$ cat src/rtl/status_pkg.sv
/*
  Shared constants and carrier types for the status reporting block.
  Assumes a single 100 MHz clock domain and a command decoder upstream.
*/
package status_pkg;

  // ---------------------------------------------------------------
  // widths and register selection
  // ---------------------------------------------------------------
  localparam int PART_W = 16;
  localparam int BYTE_W = 8;
  localparam int BIT_TOP = 15;

  // status register selector
  localparam logic [1:0] SEL_QUES = 2'h0;
  localparam logic [1:0] SEL_OPER = 2'h1;
  localparam logic [1:0] SEL_STD_EVENT = 2'h2;

  // part selector within a status register
  localparam logic [2:0] PART_CURRENT = 3'h0;
  localparam logic [2:0] PART_RISE = 3'h1;
  localparam logic [2:0] PART_FALL = 3'h2;
  localparam logic [2:0] PART_EVENT = 3'h3;
  localparam logic [2:0] PART_ENABLE = 3'h4;
  localparam logic [2:0] PART_STATUS_BYTE = 3'h5;
  localparam logic [2:0] PART_SRQ_MASK = 3'h6;

  // ---------------------------------------------------------------
  // status byte bit positions
  // ---------------------------------------------------------------
  localparam int SB_ERRQ = 2;
  localparam int SB_QUES = 3;
  localparam int SB_MSG = 4;
  localparam int SB_STD = 5;
  localparam int SB_SUMMARY = 6;
  localparam int SB_OPER = 7;

  // ---------------------------------------------------------------
  // reset values
  // ---------------------------------------------------------------
  localparam logic [15:0] RISE_RESET = 16'h7FFF;
  localparam logic [15:0] FALL_RESET = 16'h0000;
  localparam logic [15:0] EVENT_RESET = 16'h0000;
  localparam logic [15:0] ENABLE_RESET = 16'h0000;
  localparam logic [7:0] SRQ_MASK_RESET = 8'h00;
  // bits 0, 1 and 6 of the mask never take part in requests
  localparam logic [7:0] SRQ_MASK_USED = 8'hBC;
  localparam logic [15:0] PART_USED = 16'h7FFF;

  // register access request from the command decoder
  typedef struct packed {
    logic       valid;
    logic       write;
    logic [1:0] reg_sel;
    logic [2:0] part_sel;
    logic [15:0] wdata;
  } reg_req_t;

  // reply towards the command decoder
  typedef struct packed {
    logic        valid;
    logic [15:0] rdata;
  } reg_rsp_t;

endpackage

$ cat src/rtl/status_reporting.sv
/*
  Top of the status reporting tree: questionable, operation and standard
  event registers, status byte and service request mask.
  Assumes a command decoder presenting one-cycle access requests and
  asynchronous hardware status levels that need synchronising.
*/
`timescale 1ns/10ps
module status_reporting
  import status_pkg::*;
#(
  parameter int WIDTH = PART_W
) (
  input  wire logic clk_sys_i,
  input  wire logic reset_n_i,
  input  wire reg_req_t req_i,
  input  wire logic [WIDTH-1:0] ques_status_i,
  input  wire logic [WIDTH-1:0] oper_status_i,
  input  wire logic [BYTE_W-1:0] std_event_i,
  input  wire logic error_queue_nonempty_i,
  input  wire logic error_queue_push_i,
  input  wire logic output_message_waiting_i,
  input  wire logic serial_poll_i,
  output reg_rsp_t rsp_o,
  output logic [BYTE_W-1:0] poll_byte_o,
  output logic service_request_o
);

  // ---------------------------------------------------------------
  // elaboration check
  // ---------------------------------------------------------------
  if (WIDTH != PART_W) begin : g_bad_width
    $error("status_reporting supports 16-bit parts only");
  end

  // ---------------------------------------------------------------
  // input synchronisers
  // ---------------------------------------------------------------
  localparam int SYNC_W = 2 * PART_W + BYTE_W + 4;
  logic [SYNC_W-1:0] sync1_q;
  logic [SYNC_W-1:0] sync2_q;

  // first stage feeds only the second stage
  always_ff @(posedge clk_sys_i or negedge reset_n_i) begin
    if (!reset_n_i) begin
      sync1_q <= '0;
      sync2_q <= '0;
    end else begin
      sync1_q <= {ques_status_i, oper_status_i, std_event_i, error_queue_nonempty_i,
                  error_queue_push_i, output_message_waiting_i, serial_poll_i};
      sync2_q <= sync1_q;
    end
  end

  logic [PART_W-1:0] ques_cur;
  logic [PART_W-1:0] oper_cur;
  logic [BYTE_W-1:0] std_cur;
  logic errq_s;
  logic push_s;
  logic msg_s;
  logic poll_s;
  assign {ques_cur, oper_cur, std_cur, errq_s, push_s, msg_s, poll_s} = sync2_q;

  // ---------------------------------------------------------------
  // writable parts
  // ---------------------------------------------------------------
  logic [PART_W-1:0] rise_q [3];
  logic [PART_W-1:0] fall_q [3];
  logic [PART_W-1:0] enable_q [3];
  logic [BYTE_W-1:0] srq_mask_q;
  logic [PART_W-1:0] event_w [3];
  logic [2:0] summary_w;
  logic [2:0] clear_w;
  logic [PART_W-1:0] cur_w [3];
  logic [1:0] sel_idx;

  // selector 3 folds onto the standard event register for reads, writes and clears alike
  assign sel_idx = (req_i.reg_sel > SEL_STD_EVENT) ? SEL_STD_EVENT : req_i.reg_sel;

  // top bit forced low on every stored part
  for (genvar r = 0; r < 3; r++) begin : g_parts
    always_ff @(posedge clk_sys_i or negedge reset_n_i) begin
      if (!reset_n_i) begin
        rise_q[r] <= RISE_RESET;
        fall_q[r] <= FALL_RESET;
        enable_q[r] <= ENABLE_RESET;
      end else if (req_i.valid && req_i.write && sel_idx == 2'(r)) begin
        if (req_i.part_sel == PART_RISE) begin
          rise_q[r] <= req_i.wdata & PART_USED;
        end
        if (req_i.part_sel == PART_FALL) begin
          fall_q[r] <= req_i.wdata & PART_USED;
        end
        if (req_i.part_sel == PART_ENABLE) begin
          enable_q[r] <= req_i.wdata & PART_USED;
        end
      end
    end

    // a read of the event part clears it
    assign clear_w[r] = req_i.valid && !req_i.write && sel_idx == 2'(r)
                        && req_i.part_sel == PART_EVENT;

    status_register #(
      .WIDTH(PART_W)
    ) u_reg (
      .clk_sys_i(clk_sys_i),
      .reset_n_i(reset_n_i),
      .current_i(cur_w[r]),
      .rise_i(rise_q[r]),
      .fall_i(fall_q[r]),
      .enable_i(enable_q[r]),
      .event_clear_i(clear_w[r]),
      .event_o(event_w[r]),
      .summary_o(summary_w[r])
    );
  end

  // current state straight from hardware; nothing writes it
  assign cur_w[0] = ques_cur & PART_USED;
  assign cur_w[1] = oper_cur & PART_USED;
  // standard event is 8 bits, upper part padded with zero
  assign cur_w[2] = {{(PART_W - BYTE_W){1'b0}}, std_cur};

  // ---------------------------------------------------------------
  // service request mask
  // ---------------------------------------------------------------
  always_ff @(posedge clk_sys_i or negedge reset_n_i) begin
    if (!reset_n_i) begin
      srq_mask_q <= SRQ_MASK_RESET;
    end else if (req_i.valid && req_i.write && req_i.part_sel == PART_SRQ_MASK) begin
      srq_mask_q <= req_i.wdata[BYTE_W-1:0];
    end
  end

  // ---------------------------------------------------------------
  // status byte assembly
  // ---------------------------------------------------------------
  logic [BYTE_W-1:0] sb_low;
  logic [BYTE_W-1:0] sb_prev_q;
  logic [BYTE_W-1:0] status_byte;
  logic master_request_summary;
  logic standard_event_summary;

  // summaries feed the next level up
  assign standard_event_summary = summary_w[2];
  always_comb begin
    sb_low = '0; // bits 0 and 1 stay zero
    sb_low[SB_ERRQ] = errq_s;
    sb_low[SB_QUES] = summary_w[0];
    sb_low[SB_MSG] = msg_s;
    sb_low[SB_STD] = standard_event_summary;
    sb_low[SB_OPER] = summary_w[1];
  end

  // bit 6 ignored in the mask
  assign master_request_summary = |(sb_low & srq_mask_q & SRQ_MASK_USED);

  always_comb begin
    status_byte = sb_low;
    status_byte[SB_SUMMARY] = master_request_summary;
  end

  // ---------------------------------------------------------------
  // service request
  // ---------------------------------------------------------------
  // each error push re-arms a request even while the queue stays nonempty
  logic srq_hit;
  assign srq_hit = |(sb_low & ~sb_prev_q & srq_mask_q & SRQ_MASK_USED)
                   | (push_s & srq_mask_q[SB_ERRQ]);

  always_ff @(posedge clk_sys_i or negedge reset_n_i) begin
    if (!reset_n_i) begin
      sb_prev_q <= '0;
      service_request_o <= 1'b0;
    end else begin
      sb_prev_q <= sb_low;
      // held until serial poll or summary drop; a new hit wins over poll
      if (srq_hit) begin
        service_request_o <= 1'b1;
      end else if (poll_s || !master_request_summary) begin
        service_request_o <= 1'b0;
      end
    end
  end

  // ---------------------------------------------------------------
  // read path
  // ---------------------------------------------------------------
  logic [PART_W-1:0] rd_mux;

  always_comb begin
    rd_mux = '0;
    case (req_i.part_sel)
      PART_CURRENT: rd_mux = cur_w[sel_idx];
      PART_RISE: rd_mux = rise_q[sel_idx];
      PART_FALL: rd_mux = fall_q[sel_idx];
      PART_EVENT: rd_mux = event_w[sel_idx];
      PART_ENABLE: rd_mux = enable_q[sel_idx];
      PART_STATUS_BYTE: rd_mux = {8'h00, status_byte};
      PART_SRQ_MASK: rd_mux = {8'h00, srq_mask_q};
      default: rd_mux = '0;
    endcase
  end

  // one-cycle reply, top bit forced low
  always_ff @(posedge clk_sys_i or negedge reset_n_i) begin
    if (!reset_n_i) begin
      rsp_o <= '0;
    end else begin
      rsp_o.valid <= req_i.valid && !req_i.write;
      rsp_o.rdata <= (req_i.valid && !req_i.write) ? (rd_mux & PART_USED) : 16'h0000;
    end
  end

  // status byte for serial poll, registered every cycle whether or not the poll is asserted
  always_ff @(posedge clk_sys_i or negedge reset_n_i) begin
    if (!reset_n_i) begin
      poll_byte_o <= '0;
    end else begin
      poll_byte_o <= status_byte;
    end
  end

endmodule

$ cat src/rtl/status_register.sv
/*
  One five-part status register with edge filters and summary.
  Assumes current-state inputs are already synchronous to clk_sys_i.
*/
`timescale 1ns/10ps
module status_register
  import status_pkg::*;
#(
  parameter int WIDTH = PART_W
) (
  input  wire logic clk_sys_i,
  input  wire logic reset_n_i,
  input  wire logic [WIDTH-1:0] current_i,
  input  wire logic [WIDTH-1:0] rise_i,
  input  wire logic [WIDTH-1:0] fall_i,
  input  wire logic [WIDTH-1:0] enable_i,
  input  wire logic event_clear_i,
  output logic [WIDTH-1:0] event_o,
  output logic summary_o
);

  // ---------------------------------------------------------------
  // elaboration check
  // ---------------------------------------------------------------
  if (WIDTH != PART_W) begin : g_bad_width
    $error("status_register supports 16-bit parts only");
  end

  logic [WIDTH-1:0] prev_q;

  // previous current state for edge detection
  always_ff @(posedge clk_sys_i or negedge reset_n_i) begin
    if (!reset_n_i) begin
      prev_q <= '0;
    end else begin
      prev_q <= current_i;
    end
  end

  // per-bit filter and latch; set wins over a read clear
  for (genvar b = 0; b < WIDTH; b++) begin : g_bit
    logic hit;
    assign hit = (current_i[b] & ~prev_q[b] & rise_i[b])
               | (~current_i[b] & prev_q[b] & fall_i[b]);
    always_ff @(posedge clk_sys_i or negedge reset_n_i) begin
      if (!reset_n_i) begin
        event_o[b] <= EVENT_RESET[b];
      end else if (hit && PART_USED[b]) begin
        event_o[b] <= 1'b1;
      end else if (event_clear_i) begin
        event_o[b] <= 1'b0;
      end
    end
  end

  // summary registered so the top output stays flop-driven
  always_ff @(posedge clk_sys_i or negedge reset_n_i) begin
    if (!reset_n_i) begin
      summary_o <= 1'b0;
    end else begin
      summary_o <= |(event_o & enable_i);
    end
  end

endmodule

$ cat config.mk
export PLATFORM = sky130hd
export DESIGN_NAME = status_reporting
export DESIGN_NICKNAME = d
export VERILOG_FILES = /design/src/rtl/status_pkg.sv /design/src/rtl/status_reporting.sv /design/src/rtl/status_register.sv
export SDC_FILE = /design/constraint.sdc
export NUM_CORES = 1
export LEC_CHECK = 0
export ABC_CLOCK_PERIOD_IN_PS = 2600
export BUFFER_PORTS_ARGS = -buffer_cell sky130_fd_sc_hd__buf_4
export CORE_MARGIN = 10
export CORE_UTILIZATION = 40
export DETAILED_ROUTE_END_ITERATION = 7
export PLACE_DENSITY = 0.55
export SLEW_MARGIN = 10
export SYNTH_ARGS = -nofsm -noshare
export SYNTH_HDL_FRONTEND = slang
export SYNTH_HIERARCHICAL = 1
export SYNTH_SLANG_ARGS = --single-unit
$ cat constraint.sdc
create_clock -name clk_sys_i -period 2.6 [get_ports clk_sys_i]
set_input_delay 0.78 -clock clk_sys_i [delete_from_list [all_inputs] [get_ports clk_sys_i]]
set_output_delay 0.78 -clock clk_sys_i [all_outputs]
set_load 0.01 [all_outputs]
==> results of run 1 <==
==> per-stage QoR <==
| stage | setup TNS [ns] | cell area (µm²) | util | worst slack [ns] |
|---|---|---|---|---|
| floorplan | 0 | 14500 | - | 0.235 |
| global placement | -0.0917 | 16000 | 0.450 | -0.0666 |
| detailed placement | -0.325 | 16000 | 0.450 | -0.0971 |
| CTS | 0 | 17200 | 0.486 | 0.442 |
| global route | 0 | 17200 | 0.486 | 0.349 |
| finish | 0 | 17200 | 0.486 | 0.418 |
==> flip-flops by register name (all words and copies together) (netlist names) <==
| signal | flops |
|---|---|
| sb_prev_q | 5 |
| srq_mask_q | 8 |
| sync1_q | 42 |
| service_request_o | 1 |
| g_parts.u_reg/prev_q | 45 |
| g_parts.u_reg/summary_o | 3 |
| poll_byte_o | 1 |
| enable_q | 45 |
| rise_q | 45 |
| fall_q | 45 |
| rsp_o | 16 |
| sync2_q | 42 |
| g_parts.u_reg/event_o | 45 |
==> critical path: stages <==
cell and delay, ns:
sky130_fd_sc_hd__buf_4 0.24, sky130_fd_sc_hd__nor2b_1 0.24, sky130_fd_sc_hd__nand3_2 0.11, sky130_fd_sc_hd__nor3b_1 0.57, sky130_fd_sc_hd__inv_2 0.29, sky130_fd_sc_hd__a32oi_1 0.23
sky130_fd_sc_hd__o21ai_1 0.09
==> power by group <==
group | internal [mW] | switching, mW | leakage, nW
Clock | 3.33 | 2.14 | 0.622
Sequential | 6.07 | 0.606 | 4.00
Combinational | 0.879 | 0.798 | 3.13
Total | 10.3 | 3.54 | 7.75
==> per-layer routing <==
metal / GRT usage / up-vias / share of wire
li1: - / 4216 / -
met1: 0.246 / 4823 / 0.46
met2: 0.289 / 247 / 0.47
met3: 0.0328 / 50 / 0.052
met4: 0.0452 / 0 / 0.019
met5: 0 / - / 0
==> final cells by class <==
| cell class | instances | area (µm²) | area share |
|---|---|---|---|
| Sequential cell | 343 | 8640 | 0.501 |
| Multi-Input combinational cell | 684 | 5340 | 0.310 |
| Timing Repair Buffer | 152 | 1320 | 0.0768 |
| Clock buffer | 56 | 1100 | 0.0638 |
| Tap cell | 461 | 577 | 0.0335 |
| Clock inverter | 11 | 166 | 0.00965 |
| Inverter | 26 | 97.6 | 0.00566 |
==> path summary, 6_finish.rpt <==
path | endpoint | slack [ns] | cells past startpoint
hold reg to reg | sync2_q[16]$_DFF_PN0_ | 0.34 | 0
hold / removal | sync1_q[34]$_DFF_PN0_ | 0.04 | 1
setup / recovery | g_parts[0].u_reg/event_o[6]$_DFFE_PN0P_ | 0.42 | 7
setup reg to reg | rsp_o[4]$_DFF_PN0_ | 1.06 | 5
min in group clk_sys_i | sync2_q[16]$_DFF_PN0_ | 0.34 | 0
max in group asynchronous | sync1_q[16]$_DFF_PN0_ | 1.73 | 2
==> placed cells by master (no fill, tap or decap), types with 10 or more instances in the layout <==
cell type / count
sky130_fd_sc_hd__dfrtp_1: 298
sky130_fd_sc_hd__buf_4: 137
sky130_fd_sc_hd__nand2_1: 115
sky130_fd_sc_hd__mux2_2: 100
sky130_fd_sc_hd__mux2i_1: 66
sky130_fd_sc_hd__o21ai_0: 63
sky130_fd_sc_hd__dfstp_2: 45
sky130_fd_sc_hd__nand3b_1: 44
sky130_fd_sc_hd__clkbuf_16: 39
sky130_fd_sc_hd__mux2_1: 37
sky130_fd_sc_hd__a22oi_1: 29
sky130_fd_sc_hd__inv_1: 24
sky130_fd_sc_hd__conb_1: 24
sky130_fd_sc_hd__o221ai_1: 21
sky130_fd_sc_hd__mux2_4: 20
sky130_fd_sc_hd__a21oi_1: 18
sky130_fd_sc_hd__a21o_1: 16
sky130_fd_sc_hd__o22ai_1: 15
sky130_fd_sc_hd__buf_12: 14
sky130_fd_sc_hd__clkbuf_1: 11
sky130_fd_sc_hd__nand2b_1: 10
==> flow_metrics.tcl, run 1 <==
set metrics [dict create \
    cts_htree_levels 2 \
    outcome "finished, final reports clean" \
    fin_total_pwr_mw 13.8 \
    grt_use_total 0.180 \
    clock_tree.root_cell "sky130_fd_sc_hd__clkbuf_16" \
    finalHoldViolCount 0 \
    unrepaired_setup_endpoints_after_global_routing "no" \
    dr_total_vias 9336 \
    drt_pass1_iterations 8 \
    post-cts-setup-buffers 0 \
    initial_cell_density_of_the_core 0.405 \
    drv_slew 0 \
    netlist_area_mm2 0.0144 \
    diodes 0 \
    fmax_mhz 458 \
    ys.warnings.count 6 \
    worst_setup_hold_path_clk_slew_ns 0.06 \
    worstPathMaxFanout 17 \
    worstPathRequired_ns 3.00 \
    layout-area-overhead-vs-synth_pct 20.0 \
    wirelength_um 39900 \
    syn_avg_cell_area_um2 13.2 \
    post_cts_hold_buffer_count 0 \
    place.detailed.instances 1666 \
    hpwl_um 28100 \
    hold_class "input pin to asynchronous set/reset pin" \
    fin_crit_ns 2.18 \
    detail_route.iter0.violations 836 \
    critPathLaunchType "input pin" \
    postSynthCellCount 1087 \
    io_pins 95 \
    tritoncts "done" \
    maxSlewHeadroom 0.565 \
    antenna_violations_before_repair 0 \
    count_of_port_buffers_added_during_placement 88 \
    floorplan.die.height_um 210 \
    crit-reg2reg-launch "rise_q[20]$_DFFE_PN1P_" \
    smallest_hold_slack_ns 0.0440 \
    cap_violations 0 \
    critical_path_arrival_ns 2.59 \
    final_layout_size_suffix_gt1_frac 0.317 \
    power_density_mw_per_mm2 802 \
    route.detailed.drc 0 \
    avgRoutedWirePerCell_um 23.0 \
    static-leakage-power_nw 7.75 \
    num-nets-final 1314 \
    die-width_um 210 \
    layout_worst_path_cycle_share 0.839 \
    timing_worst_setup_path_type "input pin to flip-flop" \
    clock_sinks 343 \
    n_fill_cell 3146 \
    placeableCoreArea_mm2 0.0355 \
    drt.antenna.violating_nets 0 \
    finalSetupViolations 0 \
    global_route_wire_length_before_repair_um 60900 \
    worst_slew_pin_slew_ns 0.652 \
    grt_start_max_net_pins 114 \
    fp-row-count 69 \
    worst_clock_skew_ns 0.0170 \
    grt_pass1_vias 9690 \
    power.ir.vdd_worst_uv 567 \
    end_kind "flip-flop" \
    clkLatencyLatePin_ns 0.53 \
    clk_path_buf_depth 3 \
    stdcell_count 1733 \
    finalWeightedCongestion 0.882 \
    cts_inserted_buffers 38 \
    cts-resized-gates 0 \
    worstSetupStartpoint "req_i[16]" \
    die-area_mm2 0.0439 \
    grt-ovfl-total 0 \
    drt-vias-per-instance 5.39 \
]
(Power assumes the default switching activity.)
==> run 2, diff against run 1 <==
--- a/config.mk
+++ b/config.mk
@@ -5,7 +5,7 @@
 export SDC_FILE = /design/constraint.sdc
 export NUM_CORES = 1
 export LEC_CHECK = 0
-export ABC_CLOCK_PERIOD_IN_PS = 2600
+export ABC_CLOCK_PERIOD_IN_PS = 2160
 export BUFFER_PORTS_ARGS = -buffer_cell sky130_fd_sc_hd__buf_4
 export CORE_MARGIN = 10
 export CORE_UTILIZATION = 40
==> constraint.sdc (replaced) <==
create_clock -name clk_sys_i -period 2.16 [get_ports clk_sys_i]
set_input_delay 0.648 -clock clk_sys_i [delete_from_list [all_inputs] [get_ports clk_sys_i]]
set_output_delay 0.648 -clock clk_sys_i [all_outputs]
set_load 0.01 [all_outputs]
==> run 2 against run 1 <==
Total power increased by 21%. Clock skew decreased by 0.00055 ns. Sequential cell count stayed put. Highest routed layer unchanged. Register-to-register slack worse by 0.43 ns.
==> flow_metrics.tcl, run 2 (synthesis results as in run 1) <==
set metrics [dict create \
    outcome "finished, final reports clean" \
    grt_use_total 0.184 \
    dr_total_vias 9355 \
    finalWorstSetupSlack_ns 0.431 \
    fmax_mhz 578 \
    stdcell_count 1762 \
    groute.layer.met3.usage 0.0312 \
    global_route_wire_length_before_repair_um 62000 \
    route.detailed.drc 0 \
    fp-row-count 69 \
    finish.instance_area_mm2 0.0175 \
    hpwl_um 28600 \
    drt.antenna.violating_nets 0 \
    grtUsageMet2 0.297 \
    count_of_port_buffers_added_during_placement 88 \
    io_pins 95 \
    smallest_hold_slack_ns 0.0175 \
    placed_area_mm2 0.0162 \
    diodes 0 \
    worstSetupStartpoint "sb_prev_q[7]$_DFF_PN0_" \
    drv_slew 0 \
    cts_inserted_buffers 38 \
    crit_path_max_delay_family "flip-flops" \
    power_density_mw_per_mm2 952 \
    drt-vias-per-instance 5.31 \
    placeableCoreArea_mm2 0.0355 \
    grt-ovfl-total 0 \
    initial_cell_density_of_the_core 0.405 \
    antenna_violations_before_repair 0 \
    num-nets-final 1341 \
    finalHoldViolCount 0 \
    post-cts-setup-buffers 0 \
    cp_cell_sequence "buf_4" \
    power.ir.vdd_worst_uv 802 \
    worstPathMaxFanout 2 \
    gr-usage-met1 0.250 \
    static-leakage-power_nw 7.94 \
    layout-area-overhead-vs-synth_pct 21.9 \
    die-area_mm2 0.0439 \
    hold_class "input pin to asynchronous set/reset pin" \
    grt_start_max_net_pins 65 \
    critical_path_arrival_ns 1.08 \
    worstPathRequired_ns 1.51 \
    fin_crit_ns 1.73 \
    final_cell_mix "298 x sky130_fd_sc_hd__dfrtp_1, 159 x sky130_fd_sc_hd__buf_4, 115 x sky130_fd_sc_hd__nand2_1" \
    timing_worst_setup_path_type "flip-flop to output port" \
    maxSlewHeadroom 0.619 \
    worst_clock_skew_ns 0.0165 \
    cap_violations 0 \
    clkLatencyLatePin_ns 0.53 \
    worst_slew_pin_slew_ns 0.571 \
    grt_pass1_vias 9782 \
    layout_worst_path_cycle_share 0.801 \
    finalSetupViolations 0 \
    crit-reg2reg-launch "g_parts[1].u_reg/event_o[2]$_DFFE_PN0P_" \
    commonest_non_fill_non_tap_cell_in_the_layout "sky130_fd_sc_hd__dfrtp_1" \
    cts-resized-gates 0 \
    n_fill_cell 3109 \
    tritoncts "done" \
    critPathLaunchType "flip-flop" \
    floorplan.die.height_um 210 \
    drt_pass1_iterations 5 \
    globalRoute.busiestLayer "met2" \
    worst_path_max_delay_cell "sky130_fd_sc_hd__dfrtp_1" \
    clk_path_buf_depth 3 \
    end_kind "output port" \
    cpPeakStageDelay_ns 0.40 \
    cts_htree_levels 2 \
    cp.buffers_inverters 1 \
    wirelength_um 40500 \
    detail_route.iter0.violations 609 \
    fin_total_pwr_mw 16.7 \
    unrepaired_setup_endpoints_after_global_routing "no" \
    place.detailed.instances 1693 \
    avgRoutedWirePerCell_um 23.0 \
    clock_tree.root_cell "sky130_fd_sc_hd__clkbuf_16" \
    finalWeightedCongestion 0.889 \
    post_cts_hold_buffer_count 0 \
    pre_cts_slack_ns -0.0331 \
    die-width_um 210 \
    clock_sinks 343 \
    worst_setup_hold_path_clk_slew_ns 0.06 \
    final_layout_size_suffix_gt1_frac 0.334 \
]
==> run 2: changes by cell type in the layout (fill, tap and decap cells not counted), sizes merged <==
cell | previous run | this run
inv | 27 | 26
clkinv | 6 | 12
clkbuf | 56 | 54
bufinv | 4 | 3
buf | 152 | 179
==> run 2: through the flow <==
stage,TNS (ns),util
floorplan,0,-
finish,0,0.494
detailed placement,-0.102,0.458
global route,0,0.494
CTS,0,0.494
global placement,-0.451,0.458
==> run 2: layout make-up <==
type / count / area [µm²] / area share
clock buffer: 54 / 1120 / 0.0642
clock inverter: 15 / 150 / 0.00857
inverter: 26 / 97.6 / 0.00557
multi-input combinational: 684 / 5340 / 0.305
sequential: 343 / 8640 / 0.493
tap: 461 / 577 / 0.0329
timing repair buffer: 179 / 1590 / 0.0907
==> run 2: power by group <==
group | leakage (nW) | internal [mW] | switching (mW)
Combinational | 3.30 | 1.09 | 0.988
Clock | 0.640 | 3.99 | 2.57
Sequential | 4.00 | 7.31 | 0.729
Total | 7.94 | 12.4 | 4.29
==> run 2: worst paths after layout <==
path,depth (start not counted),end,slack [ns]
worst max-delay path,1,poll_byte_o[7],0.43
worst min-delay path,1,sync1_q[11]$_DFF_PN0_,0.02
worst max register to register,3,g_parts[1].u_reg/summary_o$_DFF_PN0_,0.63
worst min register to register,0,sync2_q[23]$_DFF_PN0_,0.34
max in group asynchronous,2,rise_q[37]$_DFFE_PN1P_,1.45
min in group clk_sys_i,1,sync1_q[18]$_DFF_PN0_,0.22
==> run 2: routing by layer <==
| layer | vias to the layer above | routed length (µm) |
|---|---|---|
| li1 | 4270 | - |
| met1 | 4832 | 18700 |
| met2 | 196 | 19200 |
| met3 | 57 | 1700 |
| met4 | 0 | 932 |
| met5 | - | 0 |
==> run 3, diff against run 2 <==
--- a/config.mk
+++ b/config.mk
@@ -5,12 +5,12 @@
 export SDC_FILE = /design/constraint.sdc
 export NUM_CORES = 1
 export LEC_CHECK = 0
-export ABC_CLOCK_PERIOD_IN_PS = 2160
+export ABC_CLOCK_PERIOD_IN_PS = 1500
 export BUFFER_PORTS_ARGS = -buffer_cell sky130_fd_sc_hd__buf_4
 export CORE_MARGIN = 10
 export CORE_UTILIZATION = 40
 export DETAILED_ROUTE_END_ITERATION = 7
-export PLACE_DENSITY = 0.55
+export PLACE_DENSITY = 0.57
 export SLEW_MARGIN = 10
 export SYNTH_ARGS = -nofsm -noshare
 export SYNTH_HDL_FRONTEND = slang
==> constraint.sdc (replaced) <==
create_clock -name clk_sys_i -period 1.5 [get_ports clk_sys_i]
set_input_delay 0.45 -clock clk_sys_i [delete_from_list [all_inputs] [get_ports clk_sys_i]]
set_output_delay 0.45 -clock clk_sys_i [all_outputs]
set_load 0.01 [all_outputs]
==> run 3 against run 2 <==
The flow now finishes with violations (setup timing). Sequential cell count is the same. Cell area grew 7.2%. First-iteration DRC count shrank 11%. Clock power grew 57%. Largest power group unchanged. Sequential share of layout area shrank 3.3 points. Routed wire length grew 2.7%.
==> flow_metrics.tcl, run 3 (synthesis results as in run 1) <==
set metrics [dict create \
    outcome "complete, but fails checks" \
    violations "setup timing" \
    final.setup.tns_ns -0.520 \
    final_cell_mix "298 x sky130_fd_sc_hd__dfrtp_1, 165 x sky130_fd_sc_hd__buf_4, 113 x sky130_fd_sc_hd__nand2_1" \
    initial_cell_density_of_the_core 0.405 \
    worst_setup_hold_path_clk_slew_ns 0.06 \
    die-area_mm2 0.0439 \
    die-width_um 210 \
    clk_path_buf_depth 3 \
    placed_area_mm2 0.0168 \
    place.detailed.instances 1726 \
    route.detailed.drc 0 \
    finalWeightedCongestion 0.884 \
    worstPathMaxFanout 1 \
    commonest_non_fill_non_tap_cell_in_the_layout "sky130_fd_sc_hd__dfrtp_1" \
    timing_worst_setup_path_type "flip-flop to output port" \
    io_pins 95 \
    cts_htree_levels 2 \
    worstSetupStartpoint "rsp_o[13]$_DFF_PN0_" \
    num-nets-final 1420 \
    final_layout_size_suffix_gt1_frac 0.369 \
    finalHoldViolCount 0 \
    worst_clock_skew_ns 0.0141 \
    cts_inserted_buffers 38 \
    layout-area-overhead-vs-synth_pct 30.6 \
    end_kind "output port" \
    avgRoutedWirePerCell_um 22.6 \
    drt-vias-per-instance 5.26 \
    tritoncts "done" \
    fp-row-count 69 \
    finalSetupViolations 18 \
    cp_cell_sequence "buf_6" \
    finish.instance_area_mm2 0.0188 \
    finalWorstSetupSlack_ns -0.0541 \
    drt.antenna.violating_nets 0 \
    clock_tree.root_cell "sky130_fd_sc_hd__clkbuf_16" \
    floorplan.die.height_um 210 \
    dr_total_vias 9695 \
    detail_route.iter0.violations 544 \
    power.ir.vdd_worst_uv 1260 \
    drv_slew 0 \
    layout_worst_path_cycle_share 1.04 \
    static-leakage-power_nw 8.49 \
    worstPathRequired_ns 1.05 \
    global_route_wire_length_before_repair_um 64100 \
    cpPeakStageDelay_ns 0.42 \
    grt-ovfl-total 0 \
    placeableCoreArea_mm2 0.0355 \
    hold_class "input pin to flip-flop" \
    fin_util 0.529 \
    clock_sinks 343 \
    grt_start_max_net_pins 71 \
    regArea_mm2 0.00864 \
    antenna_violations_before_repair 0 \
    min_from "req_i[11]" \
    stdcell_count 1842 \
    grt_pass1_vias 10300 \
    hpwl_um 29600 \
    crit-reg2reg-launch "sync2_q[1]$_DFF_PN0_" \
    drt_pass1_iterations 5 \
    count_of_port_buffers_added_during_placement 88 \
    grt_use_total 0.190 \
    critPathLaunchType "flip-flop" \
    wirelength_um 41600 \
    n_fill_cell 3031 \
    power_density_mw_per_mm2 1350 \
    crit_path_max_delay_family "flip-flops" \
    diodes 0 \
    clkLatencyLatePin_ns 0.55 \
    critical_path_arrival_ns 1.10 \
    cap_violations 0 \
    worst_path_max_delay_cell "sky130_fd_sc_hd__dfrtp_1" \
    multi_input_gate_area_in_the_final_layout_mm2 0.00555 \
    unrepaired_setup_endpoints_after_global_routing "yes" \
    cp.buffers_inverters 1 \
    fmax_mhz 643 \
    fin_crit_ns 1.55 \
]
-- run 3: power breakdown --
part / internal [mW] / switching, mW
clock network: 6.55 / 3.80
registers: 10.5 / 1.10
logic: 1.96 / 1.48
-- run 3: cell type report --
cell class                      instances  area share
Timing Repair Buffer                  258       0.131
Clock buffer                           57      0.0637
Sequential cell                       343       0.460
Clock inverter                         13      0.0118
Multi-Input combinational cell        684       0.296
Inverter                               26     0.00646
Tap cell                              461      0.0307
-- run 3: per-layer routing --
metal	up-vias	wire, µm	global-route usage
li1	4433	-	-
met1	4973	19000	0.258
met2	243	19600	0.304
met3	46	2090	0.0324
met4	0	836	0.0571
met5	-	0	0
-- run 3: final timing paths --
check,to,slack (ns),cells past startpoint
max,rsp_o[13],-0.05,1
min,enable_q[43]$_DFFE_PN0P_,0.22,2
max reg2reg,service_request_o$_DFFE_PN0P_,0.08,6
min reg2reg,sync2_q[2]$_DFF_PN0_,0.35,0
max in group asynchronous,rise_q[10]$_DFFE_PN1P_,0.51,4
min in group asynchronous,g_parts[1].u_reg/event_o[12]$_DFFE_PN0P_,0.32,2
-- run 3: stage by stage --
stage	hold slack, ns	worst slack (ns)	total power, mW
after floorplan	0.154	-0.217	13.4
after CTS	0.190	-0.0823	25.6
after global routing	0.214	-0.0849	26.5
after global placement	0.282	-0.423	15.0
after detailed placement	0.282	-0.447	15.1
final	0.220	-0.0541	25.4
-- run 3: what timing repair did --
action / 4_1_cts / 5_1_grt
resized for setup: 23 / 0
setup buffers: 2 / 1
hold endpoints to repair: 95 / 0
hold buffers: 43 / 0
setup endpoints to repair: 23 / 23
gates cloned: 0 / 0
-- run 3: worst reg2reg max path, delay by kind of cell, from the launching register on --
kind	cells	cell delay, ns
simple gates	4	0.54
compound gates	1	0.10
buf+inv	1	0.23
flops	1	0.42
